## src/hw/pru_pkg.sv

```systemverilog
`default_nettype none
package pru_pkg;

	// ----------------------------------------
	// Bus and register geometry
	// ----------------------------------------
	localparam int PRU_DATA_W = 32;
	localparam int PRU_ADDR_W = 6;
	localparam int PRU_IDX_LSB = 2;
	localparam int PRU_REG_W = 8;

	typedef logic [PRU_ADDR_W-PRU_IDX_LSB-1:0] pru_idx_t;

	// Register indices; byte address is four times the index
	localparam pru_idx_t PRU_IDX_LUT_EVENT = 4'h0;
	localparam pru_idx_t PRU_IDX_SERIAL    = 4'h1;
	localparam pru_idx_t PRU_IDX_WAVEFORM  = 4'h2;
	localparam pru_idx_t PRU_IDX_TIMER_B   = 4'h3;
	localparam pru_idx_t PRU_IDX_LAST      = 4'h3;

	// Implemented bits per register
	localparam logic [PRU_REG_W-1:0] PRU_MASK_LUT_EVENT = 8'h37;
	localparam logic [PRU_REG_W-1:0] PRU_MASK_SERIAL    = 8'h05;
	localparam logic [PRU_REG_W-1:0] PRU_MASK_WAVEFORM  = 8'h3f;
	localparam logic [PRU_REG_W-1:0] PRU_MASK_TIMER_B   = 8'h01;
	localparam logic [PRU_REG_W-1:0] PRU_CTRL_RST       = 8'h00;

	// Field positions
	localparam int PRU_BIT_LKUP_ONE = 5;
	localparam int PRU_BIT_LKUP_ZERO = 4;
	localparam int PRU_BIT_EV0 = 0;
	localparam int PRU_BIT_SPI = 2;
	localparam int PRU_BIT_USART = 0;
	localparam int PRU_BIT_WAVE0 = 0;
	localparam int PRU_WAVE_SPLIT_FIRST = 3;
	localparam int PRU_BIT_TCB = 0;

	// Routed line numbering
	localparam int PRU_LN_LKUP_ZERO = 0;
	localparam int PRU_LN_LKUP_ONE = 1;
	localparam int PRU_LN_SPI_FIRST = 2;
	localparam int PRU_SPI_N = 4;
	localparam int PRU_LN_USART_FIRST = 6;
	localparam int PRU_USART_N = 4;
	localparam int PRU_LN_WAVE0 = 10;
	localparam int PRU_WAVE_N = 6;
	localparam int PRU_LN_TCB = 16;
	localparam int PRU_LINES = 17;
	localparam int PRU_EVENTS = 3;

	localparam logic [1:0] PRU_RESP_OKAY   = 2'h0;
	localparam logic [1:0] PRU_RESP_SLVERR = 2'h2;

	typedef struct packed {
		logic o;
		logic oe;
	} pru_drive_s;

	typedef struct packed {
		logic                 en;
		pru_idx_t             idx;
		logic [PRU_REG_W-1:0] data;
	} pru_wcmd_s;

endpackage
`default_nettype wire

```

## src/hw/pru_axil_slave.sv

```systemverilog
`default_nettype none
module pru_axil_slave
	import pru_pkg::*;
(
	input  wire logic                  clk,
	input  wire logic                  srst,
	input  wire logic [PRU_ADDR_W-1:0] awaddr,
	input  wire logic                  awvalid,
	output var  logic                  awready,
	input  wire logic [PRU_DATA_W-1:0] wdata,
	input  wire logic [3:0]            wstrb,
	input  wire logic                  wvalid,
	output var  logic                  wready,
	output var  logic [1:0]            bresp,
	output var  logic                  bvalid,
	input  wire logic                  bready,
	input  wire logic [PRU_ADDR_W-1:0] araddr,
	input  wire logic                  arvalid,
	output var  logic                  arready,
	output var  logic [PRU_DATA_W-1:0] rdata,
	output var  logic [1:0]            rresp,
	output var  logic                  rvalid,
	input  wire logic                  rready,
	output var  pru_wcmd_s             wcmd,
	input  wire logic                  wr_hit,
	output var  pru_idx_t              rd_idx,
	input  wire logic [PRU_REG_W-1:0]  rd_data,
	input  wire logic                  rd_hit
);

	logic                  aw_held_r;
	logic                  w_held_r;
	logic [PRU_ADDR_W-1:0] awaddr_r;
	logic [PRU_DATA_W-1:0] wdata_r;
	logic [3:0]            wstrb_r;

	wire logic aw_take = awvalid & awready;
	wire logic w_take = wvalid & wready;
	wire logic aw_have = aw_held_r | aw_take;
	wire logic w_have = w_held_r | w_take;
	// Address and data may arrive in either order; commit once both are here
	wire logic do_write = aw_have & w_have & ~bvalid;
	wire logic aw_held_nxt = aw_have & ~do_write;
	wire logic w_held_nxt = w_have & ~do_write;
	wire logic bvalid_nxt = do_write | (bvalid & ~bready);
	wire logic ar_take = arvalid & arready;
	wire logic rvalid_nxt = ar_take | (rvalid & ~rready);

	wire logic [PRU_ADDR_W-1:0] wa = aw_held_r ? awaddr_r : awaddr;
	wire logic [PRU_DATA_W-1:0] wd = w_held_r ? wdata_r : wdata;
	wire logic [3:0]            ws = w_held_r ? wstrb_r : wstrb;

	// Registers live in byte lane 0 only
	assign wcmd.en = do_write & ws[0];
	assign wcmd.idx = wa[PRU_ADDR_W-1:PRU_IDX_LSB];
	assign wcmd.data = wd[PRU_REG_W-1:0];
	assign rd_idx = araddr[PRU_ADDR_W-1:PRU_IDX_LSB];

	always_ff @(posedge clk) begin
		if (srst) begin
			aw_held_r <= 1'b0;
			w_held_r <= 1'b0;
			awready <= 1'b0;
			wready <= 1'b0;
			bvalid <= 1'b0;
			bresp <= PRU_RESP_OKAY;
			arready <= 1'b0;
			rvalid <= 1'b0;
			rresp <= PRU_RESP_OKAY;
			rdata <= '0;
			awaddr_r <= '0;
			wdata_r <= '0;
			wstrb_r <= '0;
		end else begin
			aw_held_r <= aw_held_nxt;
			w_held_r <= w_held_nxt;
			awready <= ~aw_held_nxt;
			wready <= ~w_held_nxt;
			bvalid <= bvalid_nxt;
			arready <= ~rvalid_nxt;
			rvalid <= rvalid_nxt;
			if (aw_take) begin
				awaddr_r <= awaddr;
			end
			if (w_take) begin
				wdata_r <= wdata;
				wstrb_r <= wstrb;
			end
			if (do_write) begin
				bresp <= wr_hit ? PRU_RESP_OKAY : PRU_RESP_SLVERR;
			end
			if (ar_take) begin
				rdata <= {{(PRU_DATA_W-PRU_REG_W){1'b0}}, rd_data};
				rresp <= rd_hit ? PRU_RESP_OKAY : PRU_RESP_SLVERR;
			end
		end
	end

endmodule
`default_nettype wire

```

## src/hw/pru_pin_route_unit.sv

```systemverilog
// Functional notes
// - Each control bit enables a pin function or picks default versus alternative pin.
// - Control A bit 5 moves lookup table one output to its alternative pin.
// - Control A bit 4 moves lookup table zero output to its alternative pin.
// - Event output two drives its pin only while control A bit 2 is set.
// - Event output one drives its pin only while control A bit 1 is set.
// - Event output zero drives its pin only while control A bit 0 is set.
// - Control B bit 2 moves all synchronous serial signals to alternative pins.
// - Control B bit 0 moves all asynchronous serial signals to alternative pins.
// - Control C bits 5..3 move waveforms 5..3, only in split timer mode.
// - In normal timer mode control C bits 5..3 do not affect routing.
// - Control C bits 2..0 move waveforms 2..0 in every timer mode.
// - In split mode bits 2..0 route the low-byte compare channels 2..0.
// - Control D bit 0 moves the second timer output to its alternative pin.
//
// The AXI4-Lite slave port was decided locally.
`default_nettype none
module pru_pin_route_unit
	import pru_pkg::*;
(
	input  wire logic                    clk,
	input  wire logic                    srst,
	input  wire logic [PRU_ADDR_W-1:0]   s_axi_awaddr,
	input  wire logic                    s_axi_awvalid,
	output var  logic                    s_axi_awready,
	input  wire logic [PRU_DATA_W-1:0]   s_axi_wdata,
	input  wire logic [3:0]              s_axi_wstrb,
	input  wire logic                    s_axi_wvalid,
	output var  logic                    s_axi_wready,
	output var  logic [1:0]              s_axi_bresp,
	output var  logic                    s_axi_bvalid,
	input  wire logic                    s_axi_bready,
	input  wire logic [PRU_ADDR_W-1:0]   s_axi_araddr,
	input  wire logic                    s_axi_arvalid,
	output var  logic                    s_axi_arready,
	output var  logic [PRU_DATA_W-1:0]   s_axi_rdata,
	output var  logic [1:0]              s_axi_rresp,
	output var  logic                    s_axi_rvalid,
	input  wire logic                    s_axi_rready,
	input  wire logic                    main_pwm_timer_split,
	input  wire pru_drive_s [PRU_LINES-1:0]  periph_drive,
	output var  logic [PRU_LINES-1:0]        periph_in,
	output var  pru_drive_s [PRU_LINES-1:0]  def_pad,
	output var  pru_drive_s [PRU_LINES-1:0]  alt_pad,
	input  wire logic [PRU_LINES-1:0]        def_pad_in,
	input  wire logic [PRU_LINES-1:0]        alt_pad_in,
	input  wire logic [PRU_EVENTS-1:0]       event_value,
	output var  pru_drive_s [PRU_EVENTS-1:0] event_pad
);

	// ----------------------------------------
	// Control registers
	// ----------------------------------------
	logic [PRU_REG_W-1:0] pin_route_ctrl_lut_event_r;
	logic [PRU_REG_W-1:0] pin_route_ctrl_serial_r;
	logic [PRU_REG_W-1:0] pin_route_ctrl_waveform_r;
	logic [PRU_REG_W-1:0] pin_route_ctrl_timer_b_r;
	logic [PRU_REG_W-1:0] rd_data;
	logic                 rd_hit;

	pru_wcmd_s wcmd;
	pru_idx_t  rd_idx;

	wire logic wr_hit = wcmd.idx <= PRU_IDX_LAST;
	wire logic wr_a = wcmd.en & (wcmd.idx == PRU_IDX_LUT_EVENT);
	wire logic wr_b = wcmd.en & (wcmd.idx == PRU_IDX_SERIAL);
	wire logic wr_c = wcmd.en & (wcmd.idx == PRU_IDX_WAVEFORM);
	wire logic wr_d = wcmd.en & (wcmd.idx == PRU_IDX_TIMER_B);

	pru_axil_slave u_bus (
		.clk     (clk),
		.srst    (srst),
		.awaddr  (s_axi_awaddr),
		.awvalid (s_axi_awvalid),
		.awready (s_axi_awready),
		.wdata   (s_axi_wdata),
		.wstrb   (s_axi_wstrb),
		.wvalid  (s_axi_wvalid),
		.wready  (s_axi_wready),
		.bresp   (s_axi_bresp),
		.bvalid  (s_axi_bvalid),
		.bready  (s_axi_bready),
		.araddr  (s_axi_araddr),
		.arvalid (s_axi_arvalid),
		.arready (s_axi_arready),
		.rdata   (s_axi_rdata),
		.rresp   (s_axi_rresp),
		.rvalid  (s_axi_rvalid),
		.rready  (s_axi_rready),
		.wcmd    (wcmd),
		.wr_hit  (wr_hit),
		.rd_idx  (rd_idx),
		.rd_data (rd_data),
		.rd_hit  (rd_hit)
	);

	// Masking at the write keeps unimplemented bits at zero for good
	always_ff @(posedge clk) begin
		if (srst) begin
			pin_route_ctrl_lut_event_r <= PRU_CTRL_RST;
			pin_route_ctrl_serial_r <= PRU_CTRL_RST;
			pin_route_ctrl_waveform_r <= PRU_CTRL_RST;
			pin_route_ctrl_timer_b_r <= PRU_CTRL_RST;
		end else begin
			if (wr_a) begin
				pin_route_ctrl_lut_event_r <= wcmd.data & PRU_MASK_LUT_EVENT;
			end
			if (wr_b) begin
				pin_route_ctrl_serial_r <= wcmd.data & PRU_MASK_SERIAL;
			end
			if (wr_c) begin
				pin_route_ctrl_waveform_r <= wcmd.data & PRU_MASK_WAVEFORM;
			end
			if (wr_d) begin
				pin_route_ctrl_timer_b_r <= wcmd.data & PRU_MASK_TIMER_B;
			end
		end
	end

	// ----------------------------------------
	// Read decode
	// ----------------------------------------
	always_comb begin
		rd_hit = 1'b1;
		if (rd_idx == PRU_IDX_LUT_EVENT) begin
			rd_data = pin_route_ctrl_lut_event_r;
		end else if (rd_idx == PRU_IDX_SERIAL) begin
			rd_data = pin_route_ctrl_serial_r;
		end else if (rd_idx == PRU_IDX_WAVEFORM) begin
			rd_data = pin_route_ctrl_waveform_r;
		end else if (rd_idx == PRU_IDX_TIMER_B) begin
			rd_data = pin_route_ctrl_timer_b_r;
		end else begin
			rd_data = PRU_CTRL_RST;
			rd_hit = 1'b0;
		end
	end

	// ----------------------------------------
	// Alternative pin selects
	// ----------------------------------------
	wire logic [PRU_LINES-1:0] alt_sel;

	assign alt_sel[PRU_LN_LKUP_ONE] = pin_route_ctrl_lut_event_r[PRU_BIT_LKUP_ONE];
	assign alt_sel[PRU_LN_LKUP_ZERO] = pin_route_ctrl_lut_event_r[PRU_BIT_LKUP_ZERO];
	assign alt_sel[PRU_LN_TCB] = pin_route_ctrl_timer_b_r[PRU_BIT_TCB];

	genvar g;
	generate
		for (g = 0; g < PRU_SPI_N; g++) begin : g_spi
			assign alt_sel[PRU_LN_SPI_FIRST+g] = pin_route_ctrl_serial_r[PRU_BIT_SPI];
		end
		for (g = 0; g < PRU_USART_N; g++) begin : g_usart
			assign alt_sel[PRU_LN_USART_FIRST+g] = pin_route_ctrl_serial_r[PRU_BIT_USART];
		end
		// Upper waveform bits are gated by split mode so a normal-mode timer
		// is never split across pins by a stale setting
		for (g = 0; g < PRU_WAVE_N; g++) begin : g_wave
			if (g >= PRU_WAVE_SPLIT_FIRST) begin : g_hi
				assign alt_sel[PRU_LN_WAVE0+g] =
					pin_route_ctrl_waveform_r[PRU_BIT_WAVE0+g] & main_pwm_timer_split;
			end else begin : g_lo
				assign alt_sel[PRU_LN_WAVE0+g] =
					pin_route_ctrl_waveform_r[PRU_BIT_WAVE0+g];
			end
		end
	endgenerate

	// ----------------------------------------
	// Pad routing
	// ----------------------------------------
	generate
		for (g = 0; g < PRU_LINES; g++) begin : g_line
			pru_route_cell u_cell (
				.clk       (clk),
				.srst      (srst),
				.alt_sel   (alt_sel[g]),
				.drive     (periph_drive[g]),
				.def_in    (def_pad_in[g]),
				.alt_in    (alt_pad_in[g]),
				.def_pad_r (def_pad[g]),
				.alt_pad_r (alt_pad[g]),
				.line_in_r (periph_in[g])
			);
		end
	endgenerate

	// ----------------------------------------
	// Event outputs
	// ----------------------------------------
	// Disabled event pins stay released so the pad serves general I/O
	wire logic [PRU_EVENTS-1:0] ev_en =
		pin_route_ctrl_lut_event_r[PRU_BIT_EV0+PRU_EVENTS-1:PRU_BIT_EV0];

	generate
		for (g = 0; g < PRU_EVENTS; g++) begin : g_ev
			always_ff @(posedge clk) begin
				if (srst) begin
					event_pad[g] <= '{o: 1'b0, oe: 1'b0};
				end else begin
					event_pad[g].o <= event_value[g] & ev_en[g];
					event_pad[g].oe <= ev_en[g];
				end
			end
		end
	endgenerate

	generate
		for (g = 0; g < PRU_EVENTS; g++) begin : g_ev_chk

		end
	endgenerate

	// ----------------------------------------
	// Per-line and bus checks
	// ----------------------------------------
	// One pad per line at a time, so two pads never fight over a signal
	generate
		for (g = 0; g < PRU_LINES; g++) begin : g_line_chk

		end
	endgenerate
endmodule
`default_nettype wire

```

## src/hw/pru_route_cell.sv

```systemverilog
`default_nettype none
module pru_route_cell
	import pru_pkg::*;
(
	input  wire logic       clk,
	input  wire logic       srst,
	input  wire logic       alt_sel,
	input  wire pru_drive_s drive,
	input  wire logic       def_in,
	input  wire logic       alt_in,
	output var  pru_drive_s def_pad_r,
	output var  pru_drive_s alt_pad_r,
	output var  logic       line_in_r
);

	// The unused pad is released, never left driving a stale level
	wire pru_drive_s idle = '{o: 1'b0, oe: 1'b0};
	wire pru_drive_s def_nxt = alt_sel ? idle : drive;
	wire pru_drive_s alt_nxt = alt_sel ? drive : idle;
	wire logic       in_nxt = alt_sel ? alt_in : def_in;

	always_ff @(posedge clk) begin
		if (srst) begin
			def_pad_r <= idle;
			alt_pad_r <= idle;
			line_in_r <= 1'b0;
		end else begin
			def_pad_r <= def_nxt;
			alt_pad_r <= alt_nxt;
			line_in_r <= in_nxt;
		end
	end

endmodule
`default_nettype wire

```

## config.mk

```make
export PLATFORM = sky130hd
export DESIGN_NAME = pru_pin_route_unit
export DESIGN_NICKNAME = d
export VERILOG_FILES = /design/src/hw/pru_pkg.sv /design/src/hw/pru_axil_slave.sv /design/src/hw/pru_pin_route_unit.sv /design/src/hw/pru_route_cell.sv
export SDC_FILE = /design/constraint.sdc
export NUM_CORES = 1
export LEC_CHECK = 0
export BUFFER_PORTS_ARGS = -buffer_cell sky130_fd_sc_hd__buf_2
export CAP_MARGIN = 20
export CORE_MARGIN = 2
export CORE_UTILIZATION = 40
export CTS_CLUSTER_DIAMETER = 150
export DETAILED_ROUTE_END_ITERATION = 8
export GPL_ROUTABILITY_DRIVEN = 1
export PLACE_DENSITY = 0.73
export REMOVE_ABC_BUFFERS = 1
export SYNTH_ARGS = -nofsm -noshare
export SYNTH_HDL_FRONTEND = slang
export SYNTH_SLANG_ARGS = --single-unit
```

## constraint.sdc

```tcl
create_clock -name clk -period 1.83 [get_ports clk]
set_input_delay 0.183 -clock clk [delete_from_list [all_inputs] [get_ports clk]]
set_output_delay 0.183 -clock clk [all_outputs]
set_load 0.01 [all_outputs]
```

Word-level counts from Yosys, hierarchy flattened
Index checks and enable logic that the tools add are counted.
- register bits: 137
- bits in read-only memories: 0
- bits in writable memories: 0
- memories kept: 0
- bits in latches: 0
- input bits: 127
- order comparisons: 1
- multiply operators: 0
- div/mod/pow operators: 0
- reductions and logical operators: 24
- multiplexer cells: 30
- eq/ne operators: 6
- shifts and indexed selects: 0
- bitwise logic cells: 42
- $add $sub $neg: 0
- operators with widths (operator ; number):
    $reduce_or A2 Y1 ; 22
    $mux W6 ; 5
    $mux W1 ; 23
    $and A1 B1 Y1 ; 20
    $not A1 Y1 ; 18
    $eq A4 B2 Y1 const B ; 4
    $eq A4 B1 Y1 const B ; 2
    $logic_not A4 Y1 ; 2
    $le A4 B2 Y1 const B ; 1
    $mux W2 ; 2
    $or A1 B1 Y1 ; 4

Longest topological paths before layout
Gate-level depths: netlist of run 1.
- word-level depth: 7
- mapped depth: 6
- gate-level depth less buffers: 4

Cells and area by module
Synthesis of run 1 repeated with hierarchy kept, for this count alone.
- cells, all modules: 450
- area, all modules: 4859.7 um^2
- by module, submodules not included (module ; area an instance (um^2) ; instances ; sequential area each (um^2) ; cells each):
    pru_route_cell ; 148.9 ; 17 ; 100.1 ; 11
    pru_axil_slave ; 1415.1 ; 1 ; 600.6 ; 170
    pru_pin_route_unit ; 913.4 ; 1 ; 400.4 ; 93

Least setup slack after synthesis of run 1
No wires, ideal clock.
- kind: flip-flop to flip-flop
- start point: register u_bus.aw_held_r
- end point: register pin_route_ctrl_lut_event_r[0]
- clock period less this slack: 1584 ps
- stages on the path, launching flop included: 7
- setup time: 121 ps
- arrival time: 1463 ps
- path slack: 246 ps
- cell sequence: dfxtp_1 -> buf_4 -> nor3_1 -> o221a_4 -> and3b_1 -> buf_6 -> mux2_4
- cells in the longest elaborated chain, start to end: 5
- elaborated cells between the ends (all ways): 7
- classes of those cells: mux (1); bitwise (5); reduce/logical (1)
- RTL lines (item ; line ; text):
    start: declaration ; pru_axil_slave.sv:31 ; logic aw_held_r;
    start signal: assignment ; pru_axil_slave.sv:75 ; aw_held_r <= aw_held_nxt;
    $or A1 B1 Y1 ; pru_axil_slave.sv:39 ; wire logic aw_have = aw_held_r | aw_take;
    $and A1 B1 Y1 (2 in series) ; pru_axil_slave.sv:42 ; wire logic do_write = aw_have & w_have & ~bvalid;
    $and A1 B1 Y1 ; pru_axil_slave.sv:54 ; assign wcmd.en = do_write & ws[0];
    $and A1 B1 Y1 (*) ; pru_pin_route_unit.sv:65 ; wire logic wr_a = wcmd.en & (wcmd.idx == PRU_IDX_LUT_EVENT);
    end signal: assignment ; pru_pin_route_unit.sv:106 ; pin_route_ctrl_lut_event_r <= wcmd.data & PRU_MASK_LUT_EVENT;
    end: declaration ; pru_pin_route_unit.sv:54 ; logic [PRU_REG_W-1:0] pin_route_ctrl_lut_event_r;
Every way passes the cells marked *; elsewhere a longest branch is shown, timed or not.
A chain may end at the register's enable or synchronous reset.

Worst setup path in the final report of run 1
- start point: register u_bus.aw_held_r
- end point: register pin_route_ctrl_lut_event_r[5]
The elaborated chain is that of the path after synthesis.

==> results.sh, run 1 <==
export IMPL_hold_violations=0
export IMPL_path_delay_family="simple AND/OR/NAND/NOR gates"
export IMPL_critPathBufInv=1
export IMPL_ys_ff_latch=131
export IMPL_synth_common_cells="dfxtp_1 (131), nor2_1 (52), buf_4 (47)"
export IMPL_status="finished clean"
export IMPL_worst_path_max_fanout=5
export IMPL_r2r_setup_slack_ns=0.05
export IMPL_holdPathEnd="g_line[3].u_cell.line_in_r"
export IMPL_setup_tns_ns=0
export IMPL_dieArea_sq_um=12650
export IMPL_coreArea_sq_um=11470
export IMPL_rsz0062_at_grt="false"
export IMPL_setup_viol_count_final=0
export IMPL_max_freq_mhz=562.3
export IMPL_synth_edf_count=0
export IMPL_min_delay_start="def_pad_in[3]"
export IMPL_viasPerCell=4.546
export IMPL_cts_tree="built"
export IMPL_die_h_um=112.5
export IMPL_cts_htree_levels=4
export IMPL_grtUsageTotal_pct=18.46
export IMPL_synth_largest_area_cell="dfxtp_1"
export IMPL_io_pins=259
export IMPL_ys_seq_area_share_pct=55.72
export IMPL_multi_input_area_sq_um=1739
export IMPL_peakVddDrop_v=0.0007783
export IMPL_cp_start_kind="register"
export IMPL_dp_hpwl_um=8317
export IMPL_drt_iter0_markers=143
export IMPL_clock_path_buffers=2
export IMPL_finalWeightedCongestion=0.8262
export IMPL_num_vias=3882
export IMPL_grt_max_degree=26
export IMPL_worstPathCellList="nor3b_1, o221a_4, and3b_1, buf_12, mux2_4"
export IMPL_antenna_found_initial=0
export IMPL_min_delay_path_class="input port to register"
export IMPL_r2r_end="pin_route_ctrl_lut_event_r[5]"
export IMPL_grt_pass1_vias=3925
export IMPL_fin_skew_ns=0.01023
export IMPL_clk_latency_ns=0.41
export IMPL_post_drt_wl_per_cell_um=13.75
export IMPL_clkSinkCount=131
export IMPL_cts_buffers_inserted=17
export IMPL_synthTopCellsByArea="dfxtp_1 (56%), buf_4 (7.5%), mux2i_1 (6.0%)"
export IMPL_ant_nets=0
export IMPL_io_buffers=197
export IMPL_r2r_start="u_bus.aw_held_r"
export IMPL_final_cells=854
export IMPL_wl_um=11740
export IMPL_synth_cell_area_sq_um=4707
export IMPL_diodes=0
export IMPL_initial_core_util_pct=41.05
export IMPL_drc=0
export IMPL_async_flop_share_pct=0
export IMPL_drive_above_1_share_pct=35.86
export IMPL_period_share_pct=97.18
export IMPL_synth_flop_cell="dfxtp_1"
export IMPL_final_seq_area_sq_um=2623
export IMPL_p_per_area_nw_per_um2=1030
export IMPL_clk_pin_slew_ns=0.05
export IMPL_syn_area_per_cell_sq_um=10.08
export IMPL_grt_pass1_wl_um=18170
export IMPL_holdWs_ns=0.009979
export IMPL_cellLeakagePower_nw=3.198
export IMPL_yosys_warnings=0
export IMPL_synth_top_area_share_pct=55.72
export IMPL_syn_to_final_growth_pct=41.44
export IMPL_yosysMostFrequentCell="dfxtp_1"
export IMPL_crit_required_ns=2.12
export IMPL_critPathKind="register to register"
export IMPL_setup_slack_ns=0.05154
export IMPL_synth_cell_type_count=31
export IMPL_critPathMaxStageDelay_ns=0.39
export IMPL_end_kind="register"
export IMPL_nNetsFinal=825
export IMPL_clock_root_buffer="clkbuf_16"
export IMPL_die_w_um=112.5
export IMPL_cp_arrival_ns=2.07
export IMPL_grt_overflow=0
export IMPL_first_pass_iters=4
export IMPL_slowest_stage="dfxtp_1"
export IMPL_ff2ff_path_depth=5
export IMPL_slew_viol_final=0
export IMPL_place_inst=782
export IMPL_cts_repair_resized=0
export IMPL_drv_cap=0
export IMPL_nFillCells=968
export IMPL_syn_inst=467
export IMPL_place_ws_ns=0.06812
export IMPL_hold_depth=3
export IMPL_core_rowCount=39
export IMPL_period_needed_ns=1.778
-- placed cells by master (no fill, tap or decap), drive strengths merged, types with 2 or more instances in the layout --
cell type      n
nor2          52
and2          44
nand3b         2
a21oi         29
dfxtp        131
mux2          12
dlygate4sd3   40
mux2i         28
clkbuf        24
inv            5
a22oi          2
nor2b         12
clkinvlp       4
bufinv         2
nand2         31
clkinv         2
nand3         11
nand2b        11
conb          28
buf          208
nor3          15
nor3b          9
o21ai          3
-- flip-flops by register name, summed over array words and instances, names as in the netlist, 5 cells and up --
register and flops:
u_bus.wdata_r 6, g_line.u_cell.def_pad_r 34, g_line.u_cell.alt_pad_r 34, u_bus.rdata 6, pin_route_ctrl_lut_event_r 5, g_line.u_cell.line_in_r 17, event_pad 6, pin_route_ctrl_waveform_r 6
-- worst min-delay path, delay by kind of cell --
| family | cells | cell delay [ns] |
|---|---|---|
| mux | 1 | 0.05 |
| simple gates | 1 | 0.07 |
| buf+inv | 1 | 0.08 |
-- cells by family (layout without fill, tap and decap cells) --
| logic type | after synthesis | in the layout | share of synthesized area (%) |
|---|---|---|---|
| simple gates | 190 | 190 | 20.65 |
| flops | 131 | 131 | 55.72 |
| buf+inv | 68 | 285 | 9.490 |
| mux | 41 | 41 | 9.702 |
| compound gates | 36 | 36 | 4.359 |
| other cells | 1 | 28 | 0.07967 |
-- worst max-delay path by stage --
stage | from | endpoint | slack [ns] | cells after the start
6_report | u_bus.aw_held_r | pin_route_ctrl_lut_event_r[5] | 0.05 | 5
5_1_grt | u_bus.aw_held_r | pin_route_ctrl_lut_event_r[5] | 0.01 | 5
4_1_cts | u_bus.aw_held_r | pin_route_ctrl_lut_event_r[5] | 0.05 | 5
3_5_place_dp | u_bus.aw_held_r | pin_route_ctrl_lut_event_r[5] | 0.07 | 5
3_3_place_gp | u_bus.aw_held_r | pin_route_ctrl_lut_event_r[4] | 0.11 | 5
2_1_floorplan | u_bus.aw_held_r | pin_route_ctrl_lut_event_r[0] | 0.06 | 4
-- timing repair --
item,4_1_cts,5_1_grt
buffers inserted,0,0
hold buffers,40,0
endpoints found under the hold margin,52,0
setup endpoints to repair,0,0
-- final cells by class --
type / count / area share, %
clock buffers: 24 / 7.386
flip-flops and latches: 131 / 39.39
multi-input cells: 295 / 26.12
repair buffers: 248 / 22.63
clock inverters: 8 / 1.503
inverters: 5 / 0.2819
well taps: 143 / 2.687
-- where the power goes --
group	internal [W]	switching, W
Sequential	0.00294	0.0000406
Combinational	0.000276	0.000285
Clock	0.00214	0.00117
Total	0.00536	0.00149
-- routing by layer --
metal	wire, um	part of all wire [%]	up-vias	track usage [%]
met3	741	6.3	23	5.886
met5	0	0	-	0
li1	-	-	1916	-
met1	4732	40	1790	19.67
met4	247	2.1	0	7.805
met2	6019	51	153	33.53
-- per-stage QoR --
step | util, % | power [W] | instance area, sq um
final | 58.06 | 0.006855 | 6658
after global routing | 58.06 | 0.007110 | 6658
after CTS | 58.06 | 0.006922 | 6658
after detailed placement | 49.41 | 0.003532 | 5665
after global placement | 49.41 | 0.003517 | 5665
after floorplan | - | 0.003258 | 4380
(Power assumes the default switching activity.)
==> inputs of run 2 (changes only) <==
--- a/config.mk
+++ b/config.mk
@@ -8,12 +8,12 @@
 export BUFFER_PORTS_ARGS = -buffer_cell sky130_fd_sc_hd__buf_2
 export CAP_MARGIN = 20
 export CORE_MARGIN = 2
-export CORE_UTILIZATION = 40
+export CORE_UTILIZATION = 25
 export CTS_CLUSTER_DIAMETER = 150
 export DETAILED_ROUTE_END_ITERATION = 8
 export GPL_ROUTABILITY_DRIVEN = 1
-export PLACE_DENSITY = 0.73
 export REMOVE_ABC_BUFFERS = 1
+export SETUP_SLACK_MARGIN = 0.02
 export SYNTH_ARGS = -nofsm -noshare
 export SYNTH_HDL_FRONTEND = slang
 export SYNTH_SLANG_ARGS = --single-unit
==> run 2 against run 1 <==
  * Via count down 1.8%
  * Clock power decreased by 4%
  * Final area up 2.8%
  * Non-clock buffer count increased by 12
  * Combinational power up 3%
  * Critical path depth did not move
  * First-iteration DRC count decreased by 51%
  * Critical path type unchanged
  * Highest routed layer unchanged
==> results.sh, run 2 (synthesis gave the netlist of run 1 again) <==
export IMPL_status="finished clean"
export IMPL_layout_common_cells="buf_2 (196), dfxtp_1 (131), nor2_1 (52), dlygate4sd3_1 (52), and2_1 (43)"
export IMPL_final_cells=957
export IMPL_first_pass_iters=4
export IMPL_core_rowCount=50
export IMPL_max_freq_mhz=600.6
export IMPL_slew_viol_final=0
export IMPL_syn_to_final_growth_pct=45.43
export IMPL_power_w=0.006736
export IMPL_die_w_um=141.2
export IMPL_p_per_area_nw_per_um2=984.0
export IMPL_dp_hpwl_um=8590
export IMPL_r2r_end="pin_route_ctrl_lut_event_r[0]"
export IMPL_worstMarginPinSlew_ns=0.6486
export IMPL_setup_slack_ns=0.1651
export IMPL_setup_viol_count_final=0
export IMPL_viasPerCell=3.985
export IMPL_drt_iter0_markers=70
export IMPL_ff2ff_path_depth=5
export IMPL_ant_nets=0
export IMPL_cts_tree="built"
export IMPL_cp_arrival_ns=1.95
export IMPL_hold_violations=0
export IMPL_min_delay_path_class="input port to register"
export IMPL_period_share_pct=90.98
export IMPL_clk_pin_slew_ns=0.06
export IMPL_r2r_setup_slack_ns=0.17
export IMPL_cp_start_kind="register"
export IMPL_grt_pass1_vias=3838
export IMPL_drc=0
export IMPL_dieArea_sq_um=19940
export IMPL_grt_overflow=0
export IMPL_num_vias=3814
export IMPL_end_kind="register"
export IMPL_hold_depth=3
export IMPL_r2r_start="u_bus.aw_held_r"
export IMPL_cts_setup_buffers=0
export IMPL_cts_buffers_inserted=17
export IMPL_nFillCells=1874
export IMPL_drive_above_1_share_pct=35.82
export IMPL_min_delay_start="def_pad_in[1]"
export IMPL_relSlewSlack_pct=56.67
export IMPL_top_regs="g_line.u_cell.alt_pad_r: 34 flops, g_line.u_cell.def_pad_r: 34 flops, g_line.u_cell.line_in_r: 17 flops"
export IMPL_clock_path_buffers=2
export IMPL_setup_tns_ns=0
export IMPL_critPathKind="register to register"
export IMPL_grt_max_degree=33
export IMPL_holdPathEnd="g_line[1].u_cell.line_in_r"
export IMPL_initial_core_util_pct=25.33
export IMPL_place_ws_ns=0.05142
export IMPL_die_h_um=141.2
export IMPL_wl_um=12000
export IMPL_nNetsFinal=837
export IMPL_clkSinkCount=131
export IMPL_clock_root_buffer="clkbuf_16"
export IMPL_cts_htree_levels=4
export IMPL_cellLeakagePower_nw=3.233
export IMPL_io_pins=259
export IMPL_drv_cap=0
export IMPL_rsz0062_at_grt="false"
export IMPL_clk_latency_ns=0.42
export IMPL_fin_skew_ns=0.02565
export IMPL_crit_required_ns=2.12
export IMPL_diodes=0
export IMPL_grtUsageTotal_pct=12.43
export IMPL_post_drt_wl_per_cell_um=12.54
export IMPL_worst_path_max_fanout=5
export IMPL_period_needed_ns=1.665
export IMPL_antenna_found_initial=0
export IMPL_startpoint="u_bus.aw_held_r"
export IMPL_io_buffers=197
export IMPL_finalWeightedCongestion=0.7845
export IMPL_grt_pass1_wl_um=18970
export IMPL_place_inst=873
export IMPL_peakVddDrop_v=0.0006113
export IMPL_final_common_cell="buf_2"
export IMPL_coreArea_sq_um=18580
## run 2: cell count changes in the layout (fill, tap and decap cells not counted), moves of 2 or more
| cell | previous run | this run |
|---|---|---|
| buf_4 | 8 | 11 |
| clkinv_2 | 2 | 5 |
| dlygate4sd3_1 | 40 | 52 |
| clkbuf_8 | 4 | 2 |
| clkbuf_1 | 3 | 0 |
| buf_12 | 3 | 1 |
## run 2: timing repair
item                                    CTS  global route
endpoints found under the setup margin    0             5
resized for setup                         0             1
hold endpoints to repair                 65             0
hold buffers                             52             0
## run 2: how the worst max path moves through the flow
| stage | depth (start not counted) | to | slack (ns) |
|---|---|---|---|
| floorplan | 4 | pin_route_ctrl_lut_event_r[0] | 0.06 |
| global placement | 5 | pin_route_ctrl_lut_event_r[5] | 0.12 |
| detailed placement | 5 | pin_route_ctrl_lut_event_r[0] | 0.05 |
| CTS | 5 | pin_route_ctrl_lut_event_r[0] | 0.03 |
| global route | 5 | pin_route_ctrl_lut_event_r[0] | 0.09 |
| finish | 5 | pin_route_ctrl_lut_event_r[0] | 0.17 |
## run 2: final cells by class
class                           count  area [sq um]  share of cell area (%)
Sequential cell                   131          2623                   38.31
Multi-Input combinational cell    295          1744                   25.48
Timing Repair Buffer              260          1604                   23.43
Clock buffer                       19         452.9                   6.617
Tap cell                          234         292.8                   4.277
Clock inverter                     13         110.1                   1.608
Inverter                            5         18.77                  0.2742
## run 2: report_power, final
part           total, W  switching [W]  internal (W)  leakage (nW)
clock           0.00318        0.00125       0.00193         0.267
sequential      0.00298      0.0000353       0.00294          1.07
combinational  0.000579       0.000290      0.000289          1.89
## run 2: critical path, cell delays in order (launching register included)
cell	delay (ns)
dfxtp_1	0.39
nor3b_2	0.26
o221a_4	0.25
and3b_1	0.21
buf_12	0.14
mux2_4	0.29
## run 2: stage by stage
| stage | hold WS [ns] | instance area, sq um | util, % |
|---|---|---|---|
| finish | 0.01166 | 6845 | 36.84 |
| CTS | 0.0005978 | 6840 | 36.81 |
| global placement | 0.3855 | 5757 | 30.98 |
| floorplan | 0.2521 | 4380 | - |
| detailed placement | 0.3858 | 5757 | 30.98 |
| global route | 0.005148 | 6845 | 36.84 |
## run 2: per-layer routing
metal | wire length (um) | vias to the layer above | track usage [%]
met1 | 5093 | 1720 | 13.70
met4 | 241 | 0 | 5.474
li1 | - | 1940 | -
met2 | 5870 | 140 | 21.59
met3 | 798 | 14 | 4.382
met5 | 0 | - | 0
